## src/inc/ctasf_pkg.sv

```systemverilog
// constants for the transmit abort, buffer select and filter control block
package ctasf_pkg;

	// ==========================================================
	// bus geometry
	localparam int ADDR_W = 8;
	localparam int DATA_W = 32;
	localparam int NUM_BUF = 3;

	// ==========================================================
	// register byte offsets
	localparam logic [ADDR_W-1:0] OFS_VACANCY = 8'h00;
	localparam logic [ADDR_W-1:0] OFS_IRQ_EN = 8'h04;
	localparam logic [ADDR_W-1:0] OFS_ABORT_REQ = 8'h08;
	localparam logic [ADDR_W-1:0] OFS_ABORT_ACK = 8'h0C;
	localparam logic [ADDR_W-1:0] OFS_BUF_SEL = 8'h10;
	localparam logic [ADDR_W-1:0] OFS_ACCEPT = 8'h14;

	// ==========================================================
	// field positions of the acceptance control register
	localparam int MODE_LSB = 4;
	localparam int MODE_MSB = 5;
	localparam int HIT_LSB = 0;
	localparam int HIT_MSB = 2;

	// ==========================================================
	// values after reset
	localparam logic [2:0] RST_VACANCY = 3'h7;
	localparam logic [2:0] RST_ABORT_REQ = 3'h0;
	localparam logic [2:0] RST_ABORT_ACK = 3'h0;
	localparam logic [2:0] RST_BUF_SEL = 3'h0;
	localparam logic [2:0] RST_IRQ_EN = 3'h0;
	localparam logic [1:0] RST_MODE = 2'h0;
	localparam logic [2:0] RST_HIT = 3'h0;

	// ==========================================================
	// filter layout modes
	localparam logic [1:0] MODE_TWO_32 = 2'h0;
	localparam logic [1:0] MODE_FOUR_16 = 2'h1;
	localparam logic [1:0] MODE_EIGHT_8 = 2'h2;
	localparam logic [1:0] MODE_CLOSED = 2'h3;

	// ==========================================================
	// bus responses
	localparam logic [1:0] RESP_OKAY = 2'h0;
	localparam logic [1:0] RESP_DECERR = 2'h3;

	typedef enum logic [2:0] {
		REG_VACANCY = 3'h0,
		REG_IRQ_EN = 3'h1,
		REG_ABORT_REQ = 3'h2,
		REG_ABORT_ACK = 3'h3,
		REG_BUF_SEL = 3'h4,
		REG_ACCEPT = 3'h5,
		REG_NONE = 3'h7
	} ctasf_reg_t;

endpackage

```

## src/core/ctasf_ctl.sv

```systemverilog
// transmit abort, transmit buffer select and acceptance control registers
// ==========================================================
// What this block does
// - abort requests return to reset while init is requested and acknowledged
// - abort request writes only act outside init mode; reads always allowed
// - three request bits; abort granted if not started, or lost/errored
// - granted abort sets vacancy and acknowledge, interrupt if buffer enabled
// - software cannot clear a request; vacancy set clears it
// - abort acknowledge held at reset during acknowledged init mode
// - three acknowledge flags, read only; 1 means aborted
// - acknowledge cleared when software clears the vacancy flag
// - buffer select held at reset in acknowledged init, written only outside init
// - lowest set select bit picks the buffer shown in the window
// - select reads back only the lowest set bit
// - window blocked while the selected buffer is scheduled
// - no select bit set means no window access
// - acceptance control read anytime, written only in init; hit read only
// - mode field 5:4 picks two 32, four 16, eight 8 or closed
// - closed filter accepts nothing; foreground never reloaded
// - hit field 2:0 holds the matching filter number 0 to 7
// - hit follows the message moved into the foreground buffer
// - successful transmission sets vacancy, clearing pending abort request
// - outside init writing 1 clears vacancy flag, 0 ignored
module ctasf_ctl (
	input wire logic MCLK,
	input wire logic RESETN,
	input wire logic AWVALID,
	output logic AWREADY,
	input wire logic [ctasf_pkg::ADDR_W-1:0] AWADDR,
	input wire logic WVALID,
	output logic WREADY,
	input wire logic [ctasf_pkg::DATA_W-1:0] WDATA,
	input wire logic [3:0] WSTRB,
	output logic BVALID,
	input wire logic BREADY,
	output logic [1:0] BRESP,
	input wire logic ARVALID,
	output logic ARREADY,
	input wire logic [ctasf_pkg::ADDR_W-1:0] ARADDR,
	output logic RVALID,
	input wire logic RREADY,
	output logic [ctasf_pkg::DATA_W-1:0] RDATA,
	output logic [1:0] RRESP,
	input wire logic INIT_MODE_REQUEST,
	input wire logic INIT_MODE_ACKNOWLEDGE,
	input wire logic [2:0] TX_ACTIVE,
	input wire logic [2:0] TX_DONE,
	input wire logic [2:0] TX_FAIL,
	input wire logic RX_FG_LOAD,
	input wire logic [2:0] RX_HIT_INDEX,
	output logic [2:0] XMIT_SLOT_VACANT,
	output logic [2:0] ABORT_REQUEST_BITS,
	output logic [2:0] ABORT_ACKNOWLEDGE_BITS,
	output logic XMIT_IRQ,
	output logic [2:0] WINDOW_SELECT,
	output logic WINDOW_ACCESS_OK,
	output logic [1:0] FILTER_LAYOUT_MODE,
	output logic FILTER_CLOSED,
	output logic [2:0] FILTER_MATCH_INDEX
);
	import ctasf_pkg::*;

	// ==========================================================
	// state
	typedef struct packed {
		logic [2:0] vac;
		logic [2:0] ien;
		logic [2:0] abrq;
		logic [2:0] abak;
		logic [2:0] sel;
		logic [1:0] mode;
		logic [2:0] hit;
		logic awrdy;
		logic wrdy;
		logic aw_have;
		logic w_have;
		logic [ADDR_W-1:0] awaddr;
		logic [7:0] wdata;
		logic wstb0;
		logic bvalid;
		logic [1:0] bresp;
		logic arrdy;
		logic rvalid;
		logic [DATA_W-1:0] rdata;
		logic [1:0] rresp;
		logic irq;
		logic [2:0] win_sel;
		logic win_ok;
		logic closed;
	} ctasf_state_t;

	localparam ctasf_state_t ST_RESET = '{
		vac: RST_VACANCY,
		ien: RST_IRQ_EN,
		abrq: RST_ABORT_REQ,
		abak: RST_ABORT_ACK,
		sel: RST_BUF_SEL,
		mode: RST_MODE,
		hit: RST_HIT,
		awrdy: 1'b1,
		wrdy: 1'b1,
		arrdy: 1'b1,
		default: '0
	};

	ctasf_state_t s_q;
	ctasf_state_t s_d;
	logic init_both;
	logic not_init;
	logic wr_go;
	ctasf_reg_t wr_idx;
	ctasf_reg_t rd_idx;
	logic [2:0] grant;
	logic [2:0] vac_clr;

	// ==========================================================
	// decoding helpers
	function automatic ctasf_reg_t reg_index(input logic [ADDR_W-1:0] a);
		case (a)
			OFS_VACANCY: reg_index = REG_VACANCY;
			OFS_IRQ_EN: reg_index = REG_IRQ_EN;
			OFS_ABORT_REQ: reg_index = REG_ABORT_REQ;
			OFS_ABORT_ACK: reg_index = REG_ABORT_ACK;
			OFS_BUF_SEL: reg_index = REG_BUF_SEL;
			OFS_ACCEPT: reg_index = REG_ACCEPT;
			default: reg_index = REG_NONE;
		endcase
	endfunction

	// lowest set bit only; higher set bits are ignored
	function automatic logic [2:0] lowest_bit(input logic [2:0] v);
		lowest_bit = v & (~v + 3'h1);
	endfunction

	// ==========================================================
	// next state
	always_comb begin
		s_d = s_q;
		init_both = INIT_MODE_REQUEST & INIT_MODE_ACKNOWLEDGE;
		not_init = ~INIT_MODE_REQUEST & ~INIT_MODE_ACKNOWLEDGE;
		grant = 3'h0;
		vac_clr = 3'h0;

		// address and data may arrive in either order
		if (AWVALID && s_q.awrdy) begin
			s_d.aw_have = 1'b1;
			s_d.awaddr = AWADDR;
		end
		if (WVALID && s_q.wrdy) begin
			s_d.w_have = 1'b1;
			s_d.wdata = WDATA[7:0];
			s_d.wstb0 = WSTRB[0];
		end
		wr_go = s_q.aw_have & s_q.w_have & ~s_q.bvalid;
		wr_idx = reg_index(s_q.awaddr);
		rd_idx = reg_index(ARADDR);

		// engine events; success beats a grant in the same cycle
		for (int i = 0; i < NUM_BUF; i++) begin
			grant[i] = s_q.abrq[i] & ~s_q.vac[i] & ~TX_DONE[i] &
				(~TX_ACTIVE[i] | TX_FAIL[i]);
			if (TX_DONE[i] && !s_q.vac[i]) begin
				s_d.vac[i] = 1'b1;
				s_d.abrq[i] = 1'b0;
			end
			if (grant[i]) begin
				s_d.vac[i] = 1'b1;
				s_d.abak[i] = 1'b1;
				s_d.abrq[i] = 1'b0;
			end
		end

		if (wr_go) begin
			s_d.bvalid = 1'b1;
			s_d.bresp = (wr_idx == REG_NONE) ? RESP_DECERR : RESP_OKAY;
			s_d.aw_have = 1'b0;
			s_d.w_have = 1'b0;
			if (s_q.wstb0) begin
				case (wr_idx)
					REG_VACANCY: begin
						if (not_init) begin
							// hardware only sets cleared bits, so no collision
							vac_clr = s_q.wdata[2:0] & s_q.vac;
							s_d.vac = s_d.vac & ~vac_clr;
							s_d.abak = s_d.abak & ~vac_clr;
						end
					end
					REG_IRQ_EN: begin
						if (not_init) begin
							s_d.ien = s_q.wdata[2:0];
						end
					end
					REG_ABORT_REQ: begin
						if (not_init) begin
							// set only, and only for scheduled buffers
							s_d.abrq = s_d.abrq | (s_q.wdata[2:0] & ~s_d.vac);
						end
					end
					REG_BUF_SEL: begin
						if (not_init) begin
							s_d.sel = s_q.wdata[2:0];
						end
					end
					REG_ACCEPT: begin
						if (init_both) begin
							s_d.mode = s_q.wdata[MODE_MSB:MODE_LSB];
						end
					end
					default: begin
					end
				endcase
			end
		end
		if (s_q.bvalid && BREADY) begin
			s_d.bvalid = 1'b0;
		end
		s_d.awrdy = ~s_d.aw_have & ~s_d.bvalid;
		s_d.wrdy = ~s_d.w_have & ~s_d.bvalid;

		// read channel: one read at a time
		if (ARVALID && s_q.arrdy) begin
			s_d.arrdy = 1'b0;
			s_d.rvalid = 1'b1;
			s_d.rresp = RESP_OKAY;
			s_d.rdata = 32'h0000_0000;
			case (rd_idx)
				REG_VACANCY: s_d.rdata[2:0] = s_q.vac;
				REG_IRQ_EN: s_d.rdata[2:0] = s_q.ien;
				REG_ABORT_REQ: s_d.rdata[2:0] = s_q.abrq;
				REG_ABORT_ACK: s_d.rdata[2:0] = s_q.abak;
				REG_BUF_SEL: s_d.rdata[2:0] = lowest_bit(s_q.sel);
				REG_ACCEPT: begin
					s_d.rdata[MODE_MSB:MODE_LSB] = s_q.mode;
					s_d.rdata[HIT_MSB:HIT_LSB] = s_q.hit;
				end
				default: s_d.rresp = RESP_DECERR;
			endcase
		end else if (s_q.rvalid && RREADY) begin
			s_d.rvalid = 1'b0;
			s_d.arrdy = 1'b1;
		end

		// closed filter: nothing is accepted into the foreground
		if (RX_FG_LOAD && s_q.mode != MODE_CLOSED) begin
			s_d.hit = RX_HIT_INDEX;
		end

		// acknowledged init mode overrides the transmit, interrupt enable and select register updates above
		if (init_both) begin
			s_d.vac = RST_VACANCY;
			s_d.ien = RST_IRQ_EN;
			s_d.abrq = RST_ABORT_REQ;
			s_d.abak = RST_ABORT_ACK;
			s_d.sel = RST_BUF_SEL;
		end

		s_d.irq = |(s_d.vac & s_d.ien);
		s_d.win_sel = lowest_bit(s_d.sel);
		s_d.win_ok = |(s_d.win_sel & s_d.vac);
		s_d.closed = (s_d.mode == MODE_CLOSED);
	end

	always_ff @(posedge MCLK or negedge RESETN) begin
		if (!RESETN) begin
			s_q <= ST_RESET;
		end else begin
			s_q <= s_d;
		end
	end

	// ==========================================================
	// outputs
	assign AWREADY = s_q.awrdy;
	assign WREADY = s_q.wrdy;
	assign BVALID = s_q.bvalid;
	assign BRESP = s_q.bresp;
	assign ARREADY = s_q.arrdy;
	assign RVALID = s_q.rvalid;
	assign RDATA = s_q.rdata;
	assign RRESP = s_q.rresp;
	assign XMIT_SLOT_VACANT = s_q.vac;
	assign ABORT_REQUEST_BITS = s_q.abrq;
	assign ABORT_ACKNOWLEDGE_BITS = s_q.abak;
	assign XMIT_IRQ = s_q.irq;
	assign WINDOW_SELECT = s_q.win_sel;
	assign WINDOW_ACCESS_OK = s_q.win_ok;
	assign FILTER_LAYOUT_MODE = s_q.mode;
	assign FILTER_CLOSED = s_q.closed;
	assign FILTER_MATCH_INDEX = s_q.hit;
endmodule

```

## config.mk

```make
export PLATFORM = sky130hd
export DESIGN_NAME = ctasf_ctl
export DESIGN_NICKNAME = d
export VERILOG_FILES = /design/src/inc/ctasf_pkg.sv /design/src/core/ctasf_ctl.sv
export SDC_FILE = /design/constraint.sdc
export NUM_CORES = 1
export LEC_CHECK = 0
export BUFFER_PORTS_ARGS = -buffer_cell sky130_fd_sc_hd__buf_4
export CAP_MARGIN = 0
export CORE_MARGIN = 1
export CORE_UTILIZATION = 48
export CTS_CLUSTER_DIAMETER = 40
export CTS_CLUSTER_SIZE = 28
export DETAILED_ROUTE_END_ITERATION = 6
export PLACE_DENSITY_LB_ADDON = 0.05
export SETUP_SLACK_MARGIN = 0.5
export SLEW_MARGIN = 25
export SYNTH_ARGS = -nofsm -noshare
export SYNTH_HDL_FRONTEND = slang
export SYNTH_SLANG_ARGS = --single-unit
```

## constraint.sdc

```tcl
create_clock -name MCLK -period 2.6 [get_ports MCLK]
set_clock_uncertainty 0.05 [all_clocks]
set_input_delay 0.13 -clock MCLK [delete_from_list [all_inputs] [get_ports MCLK]]
set_output_delay 0.13 -clock MCLK [all_outputs]
set_load 0.005 [all_outputs]
```

==> results of run 1 <==
-- worst max-delay path, delay by kind of cell (launching register included) --
family / cells / cell delay (ps)
AND/OR/NAND/NOR: 3 / 1140
flip-flops: 1 / 390
AO/OA/AOI/OAI: 1 / 280
multiplexers: 1 / 340
-- worst max path at each step --
stage	cells past startpoint	slack (ps)	end	from
final	5	290	XMIT_IRQ	BVALID
after global routing	5	230	XMIT_IRQ	BVALID
after CTS	5	370	XMIT_IRQ	s_q[54]
after detailed placement	7	210	RDATA[1]	ARADDR[0]
after global placement	7	240	RDATA[1]	ARADDR[0]
after floorplan	5	420	XMIT_IRQ	s_q[57]
-- sequential cells by signal, summed over array words and instances (netlist names), 2 cells and up --
register / cells
ABORT_REQUEST_BITS: 3
XMIT_SLOT_VACANT: 3
s_q: 21
WINDOW_SELECT: 3
RDATA: 5
FILTER_MATCH_INDEX: 3
FILTER_LAYOUT_MODE: 2
ABORT_ACKNOWLEDGE_BITS: 3
-- cells by family (layout without fill, tap and decap cells) --
group,after synthesis,after routing
simple gates,98,98
buf+inv,66,126
flops,53,53
compound gates,46,46
mux,29,29
fa+ha+maj,1,1
other cells,1,27
-- per-stage QoR --
stage / utilization [%] / setup slack (ps)
global placement: 56.8 / 236
detailed placement: 56.8 / 211
floorplan: - / 420
global route: 64.2 / 230
finish: 64.2 / 294
CTS: 61.7 / 368
-- repair_timing --
item,4_1_cts,5_1_grt
buffers inserted,6,5
pin swaps,3,9
resized for setup,1,17
endpoints found under the setup margin,4,15
hold buffers,15,3
endpoints found under the hold margin,60,3
-- layer usage --
layer,GRT usage (%),part of all wire [%]
met1,27.1,44
met2,32.5,49
met3,3.93,6.2
met4,5.89,1.0
met5,0,0
-- where the power goes --
part | total [mW] | internal, mW | switching [mW]
registers | 1.20 | 1.01 | 0.193
logic | 0.693 | 0.395 | 0.298
clock network | 0.470 | 0.218 | 0.253
total | 2.36 | 1.62 | 0.743
-- placed cells by master, fill, tap and decap left out, types with 7 or more instances in the layout --
cell and count:
dfrtp_1 47, nand2_1 25, nand2b_1 7, dlygate4sd3_1 18
o21ai_0 8, buf_4 87, conb_1 27, mux2_2 17
nor2_1 12, mux2i_1 9, inv_1 11
-- synthesized netlist by cell type (2+ instances only) --
cell | instances | area share (%)
a211oi_1 | 2 | 0.50
a21boi_0 | 3 | 0.74
a21oi_1 | 6 | 0.99
a22o_1 | 2 | 0.58
a22oi_1 | 3 | 0.74
a31oi_1 | 8 | 1.7
and2_1 | 3 | 0.62
and3_1 | 7 | 1.4
buf_4 | 53 | 13
clkbuf_1 | 2 | 0.25
dfrtp_1 | 47 | 39
dfstp_2 | 6 | 5.2
inv_1 | 11 | 1.4
mux2_2 | 17 | 6.3
mux2i_1 | 11 | 3.6
nand2_1 | 25 | 3.1
nand2b_1 | 7 | 1.4
nand3_1 | 2 | 0.33
nand3b_1 | 2 | 0.50
nand4_1 | 2 | 0.41
nand4b_1 | 3 | 0.87
nor2_1 | 14 | 1.7
nor2b_1 | 3 | 0.62
nor3_1 | 6 | 0.99
nor4_1 | 5 | 1.0
nor4_4 | 3 | 2.1
o21ai_0 | 8 | 1.3
o221ai_1 | 3 | 0.87
o22ai_1 | 2 | 0.41
or2_2 | 4 | 0.83
or4_1 | 2 | 0.50
or4b_1 | 2 | 0.66
or4b_4 | 2 | 0.91
-- layout make-up --
class                           instances  area share (%)
Clock buffer                            8            2.34
Inverter                               11            1.07
Multi-Input combinational cell        201            37.2
Sequential cell                        53            34.7
Tap cell                               75            2.44
Timing Repair Buffer                  107            22.2
==> impl_metrics.tcl, run 1 <==
set metrics [dict create \
    io_buffers 77 \
    drtIter0Drc 121 \
    grt_max_degree 54 \
    io_pins 135 \
    crit_type "register to register" \
    syn2layout_area_growth_pct 27.2 \
    multi_input_area_mm2 0.00143 \
    cp_data_arrival_time_ps 2440 \
    wl_mm 6.58 \
    cts-buffers-inserted 5 \
    synth_area_mm2 0.00302 \
    instances_no_fill 455 \
    clock_sinks 53 \
    min_from "AWADDR[4]" \
    fin_setup_tns_ps 0 \
    synth-compound-area-share_pct 10.3 \
    grt_usage_pct 20.1 \
    ys_async_sr_fraction_pct 100 \
    grt_antenna_before_repair 0 \
    worstSetupStartpointType "register" \
    start_util_pct 50.5 \
    ys_seq_area_share_pct 44.1 \
    fillCellCount 513 \
    core_mm2 0.00599 \
    synth.avg_cell_area_um2 10.3 \
    clock_latency_ps 300 \
    grt_pass1_wl_mm 9.98 \
    irDropWorstVdd_uv 431 \
    clock-root-buffer "clkbuf_8" \
    diodes 0 \
    clk_pin_slew_ps 90 \
    path_cells "or4b_4, nor4_4, mux2_4, and3_4, a211o_1" \
    worst_hold_path.endpoint "s_q[58]" \
    r2r_slack_ps 290 \
    fmax_ghz 0.434 \
    ys_ff_latch 53 \
    die_height_um 81.4 \
    netlist_instances 294 \
    place.gp.congestion 0.808 \
    period_minus_slack_ps 2310 \
    cts_buffer_depth 2 \
    slew_viol_final 0 \
    outcome "finished, final reports clean" \
    grt_pass1_vias 2110 \
    placed_area_mm2 0.00340 \
    r2r-end "XMIT_IRQ" \
    cp-end-kind "register" \
    hpwl_mm 4.71 \
    yosys.area_share.adder_pct 0.414 \
    synth-xor-area-share_pct 0 \
    tightest_slew_ps 652 \
    register_area_mm2 0.00133 \
    synth_ff_type "dfrtp_1" \
    reg2reg_from "BVALID" \
    drtAntennaViolNets 0 \
    grt_overflow 0 \
    cp.required_ps 2740 \
    drc_errors 0 \
    synth_top_family_by_area "simple AND/OR/NAND/NOR gates" \
    row_count 28 \
    final_area_mm2 0.00385 \
    hold_viol 0 \
    design.die.area_mm2 0.00662 \
    power_mw 2.36 \
    cap_violations 0 \
    routedWlPerCell_um 14.5 \
    p_per_area_mw_per_mm2 615 \
    htreeDepth 2 \
    ys.warnings.count 0 \
    vias_per_cell 5.16 \
    final_nets 454 \
    p_leak_nw 1.83 \
    slowest_delay_ps 550 \
    dr.pass1.iters 4 \
    place_inst 418 \
    critPathSlowestCell "or4b_4" \
    synth_edf_count 0 \
    die_w_um 81.4 \
    rr_worst_depth 5 \
    holdWs_ps 6.76 \
    hold_depth 2 \
    min_path_type "primary input to register" \
    finalSetupViolCount 0 \
    num_vias 2349 \
    crit_fanout 3 \
    relSlewSlack_pct 56.5 \
    synth_simple_gate_area_share_pct 19.9 \
    yosysUniqueCellTypes 51 \
    drive_gt1_share_pct 38.2 \
    yosys-mux-area-fraction_pct 10.3 \
    period_share_pct 88.7 \
    rsz0062_at_grt "yes" \
    cts_tree "built" \
]
No activity file was read; power rests on OpenSTA's default activity.
==> run 2, diff against run 1 <==
CELL_PAD_IN_SITES_DETAIL_PLACEMENT = 0   (was unset)
CELL_PAD_IN_SITES_GLOBAL_PLACEMENT = 1   (was unset)
CORE_UTILIZATION = 35   (was 48)
==> run 2 against run 1 <==
Effect of this change:
- the run now ends with negative hold slack left
- die area increased by 36%
- non-clock buffer count increased by 1
- largest power group unchanged
- clock-buffer cell count decreased by 1
- utilization decreased by 17 points
- final cell count increased by 6.8%
- largest cell class unchanged
- final area increased by 1.2%
- worst setup slack improved by 43 ps
==> impl_metrics.tcl, run 2 (synthesis results as in run 1) <==
set metrics [dict create \
    outcome "complete, but fails checks" \
    violations "negative hold slack" \
    drc_errors 0 \
    cts-buffers-inserted 5 \
    final_nets 455 \
    power_mw 2.52 \
    irDropWorstVdd_uv 379 \
    cp_data_arrival_time_ps 2420 \
    critPathSlowestCell "or4b_4" \
    clk_pin_slew_ps 90 \
    dr.pass1.iters 4 \
    vias_per_cell 4.75 \
    wl_mm 6.94 \
    grt_usage_pct 16.2 \
    worstSetupStartpointType "register" \
    fillCellCount 815 \
    min_path_type "primary input to register" \
    start_util_pct 36.4 \
    clock_sinks 53 \
    cts_tree "built" \
    period_share_pct 87.1 \
    cts_buffer_depth 2 \
    syn2layout_area_growth_pct 28.8 \
    grt_pass1_vias 2290 \
    instances_no_fill 486 \
    drtIter0Drc 75 \
    grt_pass1_wl_mm 11.1 \
    largest_register_ffs 21 \
    htreeDepth 2 \
    place.gp.congestion 0.720 \
    regMostFlops "s_q" \
    core_mm2 0.00830 \
    crit_fanout 3 \
    grt_max_degree 54 \
    rsz0062_at_grt "yes" \
    path_cells "or4b_4, nor4_4, mux2_4, and3_4, a211o_1" \
    placed_area_mm2 0.00345 \
    drive_gt1_share_pct 37.3 \
    fmax_ghz 0.442 \
    period_minus_slack_ps 2260 \
    row_count 33 \
    die_w_um 95.0 \
    cp-end-kind "register" \
    relSlewSlack_pct 54.9 \
    slew_viol_final 0 \
    final_cell_mix "buf_4 (87), dfrtp_1 (46), conb_1 (27)" \
    multi_input_area_mm2 0.00141 \
    routedWlPerCell_um 14.3 \
    hold_viol 1 \
    grt_overflow 0 \
    holdWs_ps -1.55 \
    final_area_mm2 0.00389 \
    hpwl_mm 5.20 \
    io_pins 135 \
    io_buffers 77 \
    tightest_slew_ps 677 \
    finalSetupViolCount 0 \
    slowest_delay_ps 550 \
    design.die.area_mm2 0.00902 \
    cp.required_ps 2750 \
    cap_violations 0 \
    p_per_area_mw_per_mm2 648 \
    grt_antenna_before_repair 0 \
    p_leak_nw 1.83 \
    num_vias 2310 \
    diodes 0 \
    die_height_um 95.0 \
    final_common_cell "buf_4" \
    register_area_mm2 0.00134 \
    fin_setup_tns_ps 0 \
    crit_type "register to register" \
    clock_latency_ps 310 \
    place_inst 449 \
    drtAntennaViolNets 0 \
    clock-root-buffer "clkbuf_8" \
]
## run 2: area by class of cell
class                      count  share of cell area, %
sequential                    53                   34.3
inverter                      11                   1.06
clock inverter                 1                  0.771
tap                          105                   3.37
timing repair buffer         108                   22.2
multi-input combinational    201                   36.1
clock buffer                   7                   2.22
## run 2: final timing paths
path	start	to	slack, ps	cells after the start
min	WDATA[1]	s_q[47]	-2	2
max reg2reg	s_q[59]	XMIT_IRQ	340	5
max	s_q[59]	XMIT_IRQ	340	5
max in group asynchronous	RESETN	BVALID	1680	2
min in group asynchronous	RESETN	RDATA[5]	340	2
min reg2reg	RDATA[2]	RDATA[2]	460	2
## run 2: what timing repair did
| item | 4_1_cts | 5_1_grt |
|---|---|---|
| pin swaps | 5 | 5 |
| resized for setup | 3 | 10 |
| setup buffers | 6 | 4 |
| endpoints found under the setup margin | 5 | 15 |
| endpoints found under the hold margin | 63 | 1 |
| hold buffers | 18 | 1 |
## run 2: report_power, final
group	switching [mW]	internal [mW]	total (mW)
Clock	0.282	0.314	0.596
Sequential	0.193	1.01	1.20
Combinational	0.303	0.423	0.725
Total	0.777	1.75	2.52
## run 2: per-stage QoR
stage | setup slack, ps | util (%) | hold WS, ps
2_1_floorplan | 420 | - | -216
3_3_place_gp | 321 | 41.6 | 175
3_5_place_dp | 316 | 41.6 | 170
4_1_cts | 345 | 45.8 | 0.639
5_1_grt | 263 | 46.9 | -3.55
6_report | 336 | 46.9 | -1.55
## run 2: metal layers
metal	wire, µm	share of wire [%]	track usage (%)
met5	0	0	0
met4	81	1.2	3.79
met3	341	4.9	4.03
met2	3520	51	28.1
met1	3000	43	20.1
## run 2: worst max-delay path: cells and delay by family, from the launching register on
family,cells,cell delay [ps]
AO/OA/AOI/OAI,1,230
flip-flops,1,410
AND/OR/NAND/NOR,3,1120
multiplexers,1,340
